==> config.mk <==
export PLATFORM = sky130hd
export DESIGN_NAME = codec_interrupt_logic
export DESIGN_NICKNAME = d
export VERILOG_FILES = /design/src/hw/codec_irq_pkg.sv /design/src/hw/codec_interrupt_logic.sv
export VERILOG_INCLUDE_DIRS = /design/src /design/src/hw
export SDC_FILE = /design/constraint.sdc
export NUM_CORES = 1
export LEC_CHECK = 0
export BUFFER_PORTS_ARGS = -buffer_cell sky130_fd_sc_hd__buf_2
export CAP_MARGIN = 20
export CORE_ASPECT_RATIO = 0.75
export CORE_MARGIN = 8
export CORE_UTILIZATION = 40
export DETAILED_ROUTE_END_ITERATION = 10
export PLACE_DENSITY = 0.68
export SYNTH_ARGS = -nofsm -noshare
export SYNTH_HDL_FRONTEND = slang
export SYNTH_SLANG_ARGS = --single-unit
==> constraint.sdc <==
create_clock -name clk -period 3.2 [get_ports clk]
set_input_delay 0.64 -clock clk [delete_from_list [all_inputs] [get_ports clk]]
set_output_delay 0.64 -clock clk [all_outputs]
set_load 0.02 [all_outputs]
==> src/hw/codec_irq_defs.svh <==
/*
 * Offsets, field positions and reset values of the codec interrupt logic.
 * Assumes an 8-bit register port with 8-bit offsets.
 */
// Overview of operation
// - status bit 1 records ADC overrange
// - status bit 0 records ADC underrange
// - enabled source sets status, drives pin
// - disabled source sets nothing, pin untouched
// - enable bit position matches status bit
// - trigger code high/low bits per source
// - codes: rise, fall, level, reserved
// - rising mode: assert on condition start
// - falling mode: assert on condition end
// - level mode: assert while condition persists
// - status sticky, cleared by reading it
// - disabled bits read zero, reset 00h
// - polarity bit: push-pull high or open-drain low
`ifndef CODEC_IRQ_DEFS_SVH
`define CODEC_IRQ_DEFS_SVH

`define SRC_NUM        4
`define OFS_POL_CTL    8'h0c
`define OFS_FLAGS      8'h0d
`define OFS_MASK       8'h0e
`define OFS_TRIG_HI    8'h0f
`define OFS_TRIG_LO    8'h10
`define OFS_FLAG_CLR   8'h11

`define BIT_UNDERRANGE 0
`define BIT_OVERRANGE  1
`define BIT_DAC_CLOCK  2
`define BIT_ADC_CLOCK  3
`define BIT_POLARITY   0

`define RST_FLAGS      4'h0
`define RST_MASK       4'h0
`define RST_TRIG       4'h0
`define RST_POLARITY   1'b0
`define RST_RDATA      8'h00

`endif

==> src/hw/codec_irq_pkg.sv <==
/*
 * Types of the codec interrupt logic: trigger codes, register port and
 * interrupt pin bundles. Assumes the constants header for widths.
 */
package codec_irq_pkg;

	typedef enum logic [1:0] {
		TRIG_RISE  = 2'b00,
		TRIG_FALL  = 2'b01,
		TRIG_LEVEL = 2'b10,
		TRIG_RSVD  = 2'b11
	} trig_mode_t;

	typedef struct packed {
		logic [7:0] addr;
		logic [7:0] wdata;
		logic       wr;
		logic       rd;
	} reg_req_t;

	typedef struct packed {
		logic out;
		logic oe;
	} irq_pin_t;

endpackage

==> src/hw/codec_interrupt_logic.sv <==
/*
 * Interrupt logic of a stereo codec: four fault sources with per-source
 * trigger mode and enable, sticky read-to-clear flags, one interrupt pin.
 * Assumes a register master on clk with single-cycle strobes; the fault
 * inputs come from other clock domains and are synchronised here.
 */
// Design decision made here: strobed register access.
`timescale 1ns/1ps
`include "codec_irq_defs.svh"

module codec_interrupt_logic
(
	input  wire  logic                    clk,
	input  wire  logic                    sys_rst,
	input  wire  codec_irq_pkg::reg_req_t req,
	output logic [7:0]                    rdata,
	input  wire  logic [`SRC_NUM-1:0]     fault_cond,
	output logic                          irq,
	output codec_irq_pkg::irq_pin_t       irq_pin
);

	logic [`SRC_NUM-1:0] meta_reg;
	logic [`SRC_NUM-1:0] sync_reg;
	logic [`SRC_NUM-1:0] prev_reg;
	logic [`SRC_NUM-1:0] meta_next;
	logic [`SRC_NUM-1:0] sync_next;
	logic [`SRC_NUM-1:0] prev_next;

	logic [`SRC_NUM-1:0] flags_reg;
	logic [`SRC_NUM-1:0] flags_next;
	logic [`SRC_NUM-1:0] mask_reg;
	logic [`SRC_NUM-1:0] mask_next;
	logic [`SRC_NUM-1:0] trig_hi_reg;
	logic [`SRC_NUM-1:0] trig_hi_next;
	logic [`SRC_NUM-1:0] trig_lo_reg;
	logic [`SRC_NUM-1:0] trig_lo_next;
	logic                pol_reg;
	logic                pol_next;
	logic [7:0]          rdata_reg;
	logic [7:0]          rdata_next;
	logic                irq_reg;
	logic                irq_next;
	codec_irq_pkg::irq_pin_t pin_reg;
	codec_irq_pkg::irq_pin_t pin_next;

	logic [`SRC_NUM-1:0] hit;
	logic [`SRC_NUM-1:0] level_live;
	logic [`SRC_NUM-1:0] clr;

	assign rdata   = rdata_reg;
	assign irq     = irq_reg;
	assign irq_pin = pin_reg;

	// two stages before any logic; prev_reg keeps the last synced level
	always_comb
	begin
		meta_next = fault_cond;
		sync_next = meta_reg;
		prev_next = sync_reg;
	end

	always_ff @(posedge clk or posedge sys_rst)
	begin
		if (sys_rst)
		begin
			meta_reg <= '0;
			sync_reg <= '0;
			prev_reg <= '0;
		end
		else
		begin
			meta_reg <= meta_next;
			sync_reg <= sync_next;
			prev_reg <= prev_next;
		end
	end

	// per-source trigger decode
	genvar i;
	generate
		for (i = 0; i < `SRC_NUM; i++)
		begin : g_src
			codec_irq_pkg::trig_mode_t mode;

			assign mode = codec_irq_pkg::trig_mode_t'(
				{trig_hi_reg[i], trig_lo_reg[i]});

			always_comb
			begin
				hit[i]        = 1'b0;
				level_live[i] = 1'b0;
				case (mode)
					codec_irq_pkg::TRIG_RISE:
						hit[i] = sync_reg[i] & ~prev_reg[i];
					codec_irq_pkg::TRIG_FALL:
						hit[i] = ~sync_reg[i] & prev_reg[i];
					codec_irq_pkg::TRIG_LEVEL:
					begin
						hit[i]        = sync_reg[i];
						level_live[i] = sync_reg[i];
					end
					// reserved code raises nothing
					default:
						hit[i] = 1'b0;
				endcase
			end
		end
	endgenerate

	// register writes; upper four bits are dropped, upper seven for polarity
	always_comb
	begin
		mask_next    = mask_reg;
		trig_hi_next = trig_hi_reg;
		trig_lo_next = trig_lo_reg;
		pol_next     = pol_reg;
		if (req.wr)
		begin
			if (req.addr == `OFS_MASK)
				mask_next = req.wdata[`SRC_NUM-1:0];
			else if (req.addr == `OFS_TRIG_HI)
				trig_hi_next = req.wdata[`SRC_NUM-1:0];
			else if (req.addr == `OFS_TRIG_LO)
				trig_lo_next = req.wdata[`SRC_NUM-1:0];
			else if (req.addr == `OFS_POL_CTL)
				pol_next = req.wdata[`BIT_POLARITY];
		end
	end

	// flags: set beats clear; a disabled source never lands
	always_comb
	begin
		clr = '0;
		if (req.rd && req.addr == `OFS_FLAGS)
			clr = '1;
		else if (req.wr && req.addr == `OFS_FLAG_CLR)
			clr = req.wdata[`SRC_NUM-1:0];
		flags_next = ((flags_reg & ~clr) | (hit & mask_reg))
			& mask_next;
	end

	// read data valid in the cycle after the strobe only
	always_comb
	begin
		rdata_next = `RST_RDATA;
		if (req.rd)
		begin
			if (req.addr == `OFS_FLAGS)
				rdata_next = {4'h0, flags_reg & mask_reg};
			else if (req.addr == `OFS_MASK)
				rdata_next = {4'h0, mask_reg};
			else if (req.addr == `OFS_TRIG_HI)
				rdata_next = {4'h0, trig_hi_reg};
			else if (req.addr == `OFS_TRIG_LO)
				rdata_next = {4'h0, trig_lo_reg};
			else if (req.addr == `OFS_POL_CTL)
				rdata_next = {7'h00, pol_reg};
			else
				rdata_next = `RST_RDATA;
		end
	end

	// level sources keep irq and the pin asserted even right after a read
	always_comb
	begin
		irq_next = (|flags_next) | (|(level_live & mask_next));
		pin_next.out = pol_next & irq_next;
		pin_next.oe  = pol_next | irq_next;
	end

	always_ff @(posedge clk or posedge sys_rst)
	begin
		if (sys_rst)
		begin
			flags_reg   <= `RST_FLAGS;
			mask_reg    <= `RST_MASK;
			trig_hi_reg <= `RST_TRIG;
			trig_lo_reg <= `RST_TRIG;
			pol_reg     <= `RST_POLARITY;
			rdata_reg   <= `RST_RDATA;
			irq_reg     <= 1'b0;
			pin_reg     <= '0;
		end
		else
		begin
			flags_reg   <= flags_next;
			mask_reg    <= mask_next;
			trig_hi_reg <= trig_hi_next;
			trig_lo_reg <= trig_lo_next;
			pol_reg     <= pol_next;
			rdata_reg   <= rdata_next;
			irq_reg     <= irq_next;
			pin_reg     <= pin_next;
		end
	end

	logic quiet_bus;
	assign quiet_bus = !req.wr && !req.rd;
endmodule // codec_interrupt_logic

### After elaboration in Yosys (flattened, before gate mapping)

Cells that the tools add are included.

| storage, ports and cells | value |
|---|---|
| bits in registers | 40 |
| bits of input ports | 24 |
| output and inout port bits | 11 |
| logic and storage cells | 87 |

| cells by class | value |
|---|---|
| eq/ne operators | 14 |
| muxes and demuxes | 23 |
| bitwise gates (word level) | 28 |
| reduce and logical (&&, ||, !) cells | 10 |

Operators with widths:

| kind | number |
|---|---|
| 4-bit two-way mux | 9 |
| 8-bit by 4-bit == test with 1-bit output (second input constant) | 4 |
| 4-bit AND | 5 |
| 8-bit by 5-bit == test with 1-bit output (second input constant) | 2 |
| 1-bit case mux with 3 select lines | 4 |
| 1-bit two-way mux | 10 |
| 1-bit NOT | 10 |
| 1-bit AND | 9 |
| 2-bit by 1-bit == test with 1-bit output (second input constant) | 4 |
| 2-bit == test (second input constant) | 4 |
| 2-bit zero test | 4 |
| 4-bit OR reduction | 2 |
| 4-bit NOT | 1 |
| 4-bit bitwise OR | 1 |
| 4-bit AND reduction | 1 |
| 3-bit AND reduction | 1 |
| 1-bit logical AND | 2 |
| 1-bit bitwise OR | 2 |

### Depth between registers and ports, before layout

Gate-level depths: netlist of the first run.

| depth | value |
|---|---|
| depth after elaboration | 11 |
| depth in mapped cells | 6 |
| depth with buffers taken out | 5 |

### Worst setup path after synthesis of the first run

OpenSTA, ideal clock, no wires.

| path | value |
|---|---|
| kind | input -> register |
| from | input port req[15] (netlist bit) |
| to | register pin_reg, in the netlist irq_pin[0] |
| setup time | 0.142 ns |
| arrival | 1.953 ns |
| data required time | 3.058 ns |
| setup slack | 1.105 ns |
| cell stages on the path | 6 |
| path buffers | 1 |
| cell sequence | or3_4 > buf_6 > o31ai_2 > a211oi_1 > nor4_2 > nand4_1 |

RTL lines:

| item | RTL line | RTL |
|---|---|---|
| from (decl) | codec_interrupt_logic.sv:15 | `input wire codec_irq_pkg::reg_req_t req,` |
| to (signal assigned) | codec_interrupt_logic.sv:193 | `pin_reg <= pin_next;` |
| to (decl) | codec_interrupt_logic.sv:43 | `codec_irq_pkg::irq_pin_t pin_reg;` |

==> results of run 1 <==
## final timing paths
path	to	slack, ns	depth (start not counted)
setup / recovery	irq_pin[1]$_DFF_PP0_	0.95	6
hold / removal	prev_next[0]$_DFF_PP0_	0.35	0
setup reg to reg	irq_pin[1]$_DFF_PP0_	1.65	5
hold reg to reg	prev_next[0]$_DFF_PP0_	0.35	0
max in group asynchronous	rdata[0]$_DFF_PP0_	2.08	3
min in group asynchronous	irq_pin[0]$_DFF_PP0_	0.42	2
## critical path: cells and delay by family
kind	cells	cell delay, ns
compound gates	3	0.75
buf+inv	1	0.12
simple gates	2	0.89
## metrics by stage
step	setup WS (ns)	power (mW)	instances
CTS	0.978	0.906	236
global route	0.849	0.928	236
detailed placement	0.672	0.576	228
finish	0.947	0.895	236
floorplan	1.10	0.545	153
global placement	0.709	0.572	228
## synth_stat cells (all sizes together), types with 2 or more instances
| master | instances |
|---|---|
| nand3 | 2 |
| o21ai | 8 |
| and3b | 3 |
| nor2 | 2 |
| a32oi | 4 |
| a31oi | 2 |
| a211oi | 4 |
| nand2 | 8 |
| a22oi | 2 |
| a21boi | 3 |
| a32o | 4 |
| o31ai | 5 |
| mux2i | 3 |
| and2 | 4 |
| nor2b | 5 |
| dfrtp | 36 |
| nand3b | 2 |
| mux2 | 8 |
| inv | 7 |
| clkbuf | 2 |
| buf | 6 |
| nand2b | 4 |
| nand4 | 14 |
| nand4bb | 4 |
## final cells by class
type                            count  area [um^2]  share of cell area [%]
Tap cell                           55         68.8                    3.47
Inverter                            7         26.3                    1.32
Sequential cell                    36          901                    45.4
Multi-Input combinational cell    102          754                    38.0
Timing Repair Buffer               28          145                    7.31
Clock buffer                        8         90.1                    4.54
## per-layer routing
metal	share of wire [%]	up-vias	global-route usage, %
li1	-	625	-
met1	47	639	16.7
met2	40	69	16.9
met3	12	7	4.52
met4	1.3	0	5.16
met5	0	-	0
## logic make-up (layout without fill, tap and decap cells)
logic type,count (synthesis),count (layout),synth area share [%]
AO/OA/AOI/OAI,34,34,15.2
buffers and inverters,15,43,4.58
flip-flops,36,36,52.3
multiplexers,11,11,6.97
other,1,4,0.218
AND/OR/NAND/NOR,53,53,20.7
## where the power goes
part,total (mW),switching [mW],internal (mW)
Clock,0.328,0.152,0.175
Sequential,0.485,0.0126,0.472
Combinational,0.0826,0.0519,0.0307
==> run_results.csv, run 1 <==
group,metric,value,unit
critical_path,worstPathMaxFanout,6,
cells_and_area,final_layout_size_suffix_gt1_share,27.1,%
placed_design,gp_congestion,0.891,
floorplanning,die_area,6680,um^2
timing,setup-violations-final,0,
yosys,syn_inst,150,
floorplanning,rows,20,
critical_path,crit_chain,"buf_2 > nor3b_1 > nand4_1 > a32o_1 > a22oi_1 > a31oi_1",
clock_tree,cts_hold_buf,0,
timing,slew_headroom,44.3,%
detailed_routing,wirelength,3990,um
global_routing,grt_pass1_wl,6400,um
yosys,synthesis.area,1720,um^2
yosys,synth_area_leaders,"dfrtp_1 (52%), mux2_2 (5.2%), nand4_1 (5.1%)",
yosys,yosys.area.top_type,"dfrtp_1",
yosys,async_reset_ff_share,100,%
clock_tree,cts-buffers-inserted,5,
detailed_routing,drtIter0Drc,78,
clock_tree,cts.sinks,36,
critical_path,critical-path-slowest-cell,"nor3b_1",
cells_and_area,utilization,48.4,%
timing,tightest_slew,0.834,ns
detailed_routing,drc_errors,0,
run_status,status,"complete, no violations",
timing,hold_viol,0,
clock_tree,cts_root_buf,"clkbuf_8",
yosys,synth_enable_flop_cells,0,
cells_and_area,fin_area,1990,um^2
global_routing,grt_pass1_vias,1312,
clock_tree,htree_num_levels,2,
yosys,syn_area_per_cell,11.5,um^2
critical_path,required,3.35,ns
power,vdd_drop_max,0.000242,V
worst_hold_path,hp-start,"meta_reg[0]$_DFF_PP0_",
floorplanning,ios,35,
cells_and_area,final_common_cell,"dfrtp_1",
placed_design,post-dp-hpwl,3050,um
clock_tree,cts_tree,"yes",
timing,rsz0062_at_grt,"no",
critical_path,start_kind,"primary input",
detailed_routing,num_vias,1340,
cells_and_area,fillers,381,
timing,finalCritPeriodShare,70.4,%
yosys,ys.flop_type,"dfrtp_1",
global_routing,grt_max_degree,21,
yosys,ys_warn_count,0,
worst_hold_path,min_path_type,"reg2reg",
floorplanning,die_w,91.8,um
placed_design,io_buffers,26,
timing,hold_slack,0.348,ns
cells_and_area,nets,204,
yosys,synth-seq-cells,36,
flow_run,max_cap_violations,0,
yosys,ys_seq_area_share,52.3,%
clock_tree,clock_latency,0.29,ns
clock_tree,cts_resized,0,
timing,finalClockSkew,0.00259,ns
cells_and_area,mostFrequentLayoutCells,"dfrtp_1 (36), buf_2 (26), nand4_1 (14)",
critical_path,worst-setup-path-type,"in2reg",
global_routing,grt_remaining_overflow,0,
yosys,ys_types,38,
detailed_routing,postRouteAntennaNets,0,
timing,slew_violations,0,
timing,setup_tns,0,ns
critical_path,startpoint,"req[12]",
placed_design,dpl_cell_area,1900,um^2
critical_path,cp-end-kind,"flip-flop",
critical_path,cp_data_arrival_time,2.40,ns
floorplanning,fp.dieH,72.8,um
timing,max_freq,444,MHz
timing,fin_crit,2.25,ns
clock_tree,cts_buffer_depth,2,
clock_tree,path_clk_slew,0.07,ns
global_routing,antenna_found_initial,0,
detailed_routing,dr.pass1.iters,4,
yosys,synth_top_cell_area_share,52.3,%
floorplanning,core,4100,um^2
critical_path,rr_startpoint,"trig_hi_reg[2]$_DFFE_PP0P_",
power,p_leak,0.927,nW
clock_tree,post_cts_buffers,0,
detailed_routing,wl_per_cell,16.9,um
global_routing,track_usage,12.3,%
floorplanning,initial_core_util,42.0,%
cells_and_area,antennaDiodeCount,0,
detailed_routing,viasPerCell,5.68,
critical_path,slowest_delay,0.69,ns
cells_and_area,area_delta_synth_final,15.3,%
power,power_density,451,nW/um^2
Power figures use the tool's default switching activity.
==> run 2: changes to the inputs <==
==> constraint.sdc (replaced) <==
create_clock -name clk -period 2.1 [get_ports clk]
set_input_delay 0.42 -clock clk [delete_from_list [all_inputs] [get_ports clk]]
set_output_delay 0.42 -clock clk [all_outputs]
set_load 0.02 [all_outputs]
==> run_results.csv, run 2 (same netlist as run 1, synthesis figures left out) <==
group,metric,value,unit
global_routing,grt_pass1_vias,1371,
clock_tree,cts.sinks,36,
detailed_routing,viasPerCell,5.65,
power,vdd_drop_max,0.000455,V
floorplanning,core,4100,um^2
placed_design,pre_cts_ws,-0.0605,ns
critical_path,crit_chain,"buf_2 > nor3_1 > nand4_1 > a32o_1 > a22oi_1 > a31oi_1",
cells_and_area,fillers,394,
clock_tree,cts_hold_buf,0,
critical_path,required,2.24,ns
timing,hold_viol,0,
critical_path,worst-path-buf-inv,1,
global_routing,track_usage,12.9,%
detailed_routing,wl_per_cell,16.9,um
global_routing,antenna_found_initial,0,
critical_path,worstPathMaxFanout,4,
clock_tree,cts-buffers-inserted,5,
detailed_routing,drc_errors,0,
cells_and_area,area_delta_synth_final,18.2,%
clock_tree,cts_resized,0,
clock_tree,post_cts_buffers,0,
clock_tree,cts_buffer_depth,2,
detailed_routing,postRouteAntennaNets,0,
cells_and_area,utilization,49.6,%
timing,slew_violations,0,
floorplanning,ios,35,
critical_path,worst-setup-path-type,"in2reg",
critical_path,reg2reg_setup_slack,0.57,ns
flow_run,max_cap_violations,0,
critical_path,cp_data_arrival_time,2.00,ns
critical_path,crit_family,"compound AO/OA/AOI/OAI gates",
timing,fin_crit,1.86,ns
floorplanning,initial_core_util,42.0,%
timing,rsz0062_at_grt,"no",
floorplanning,rows,20,
cells_and_area,mostFrequentLayoutCells,"dfrtp_1 (36), buf_2 (26), nand4_1 (14)",
clock_tree,clock_latency,0.28,ns
global_routing,grt_pass1_wl,6740,um
cells_and_area,nets,210,
clock_tree,cts_tree,"yes",
power,p_leak,0.963,nW
critical_path,slowest_delay,0.36,ns
timing,fin_ws,0.241,ns
power,power_density,678,nW/um^2
placed_design,post-dp-hpwl,3120,um
timing,finalClockSkew,0.00297,ns
clock_tree,cts_root_buf,"clkbuf_8",
floorplanning,fp.dieH,72.8,um
clock_tree,path_clk_slew,0.06,ns
placed_design,dp.cells,234,
global_routing,grt_max_degree,37,
cells_and_area,final_cell_count_no_fill,241,
cells_and_area,final_layout_size_suffix_gt1_share,30.1,%
timing,finalCritPeriodShare,88.5,%
timing,setup-violations-final,0,
run_status,status,"complete, no violations",
global_routing,grt_remaining_overflow,0,
placed_design,io_buffers,26,
timing,max_freq,538,MHz
detailed_routing,dr.pass1.iters,4,
detailed_routing,drtIter0Drc,103,
detailed_routing,wirelength,4080,um
floorplanning,die_area,6680,um^2
critical_path,critical-path-slowest-cell,"a32o_1",
cells_and_area,final_common_cell,"dfrtp_1",
floorplanning,die_w,91.8,um
critical_path,cp-end-kind,"flip-flop",
critical_path,start_kind,"primary input",
placed_design,gp_congestion,0.932,
clock_tree,htree_num_levels,2,
cells_and_area,antennaDiodeCount,0,
detailed_routing,num_vias,1362,
worst_hold_path,min_path_type,"in2async",
==> run 2: changes by cell type in the layout (fill, tap and decap cells not counted), sizes merged <==
cell    delta
buf        +6
clkbuf     -1
==> run 2: metrics by stage <==
stage	total power [mW]	setup TNS [ns]	instance area [um^2]	hold WS, ns
3_3_place_gp	0.878	0	1940	0.332
4_1_cts	1.40	0	2040	0.233
5_1_grt	1.44	0	2040	0.228
6_report	1.38	0	2040	0.227
3_5_place_dp	0.884	-0.162	1940	0.335
2_1_floorplan	0.830	0	1730	0.331
==> run 2: worst reg2reg max path: cells and delay by family (launching register included) <==
kind	cells	cell delay (ns)
AND/OR/NAND/NOR	1	0.15
AO/OA/AOI/OAI	4	0.82
flip-flops	1	0.42
==> run 2: power breakdown <==
group / switching (mW) / internal, mW
logic: 0.0815 / 0.0514
registers: 0.0189 / 0.720
clock network: 0.217 / 0.292
==> run 2: area by class of cell <==
type | count | area (um^2) | share of cell area, %
multi-input cells | 102 | 754 | 37.0
inverters | 7 | 26.3 | 1.29
well taps | 55 | 68.8 | 3.38
repair buffers | 34 | 190 | 9.34
clock buffers | 7 | 96.3 | 4.73
flip-flops and latches | 36 | 901 | 44.2
==> run 2: layer usage <==
metal	GRT usage, %	part of all wire [%]	vias up
met1	17.4	48	645
met5	0	0	-
met4	4.63	1.4	0
met3	4.52	9.9	10
li1	-	-	633
met2	18.5	40	74
==> run 2: final timing paths <==
check | start | end | cells after the start
max in group asynchronous | sys_rst | flags_reg[1]$_DFF_PP0_ | 3
min in group clk | fault_cond[1] | meta_reg[1]$_DFF_PP0_ | 1
setup / recovery | req[15] | irq_pin[1]$_DFF_PP0_ | 6
hold / removal | sys_rst | trig_hi_reg[3]$_DFFE_PP0P_ | 3
hold reg to reg | meta_reg[1]$_DFF_PP0_ | prev_next[1]$_DFF_PP0_ | 0
setup reg to reg | trig_hi_reg[2]$_DFFE_PP0P_ | irq_pin[1]$_DFF_PP0_ | 5
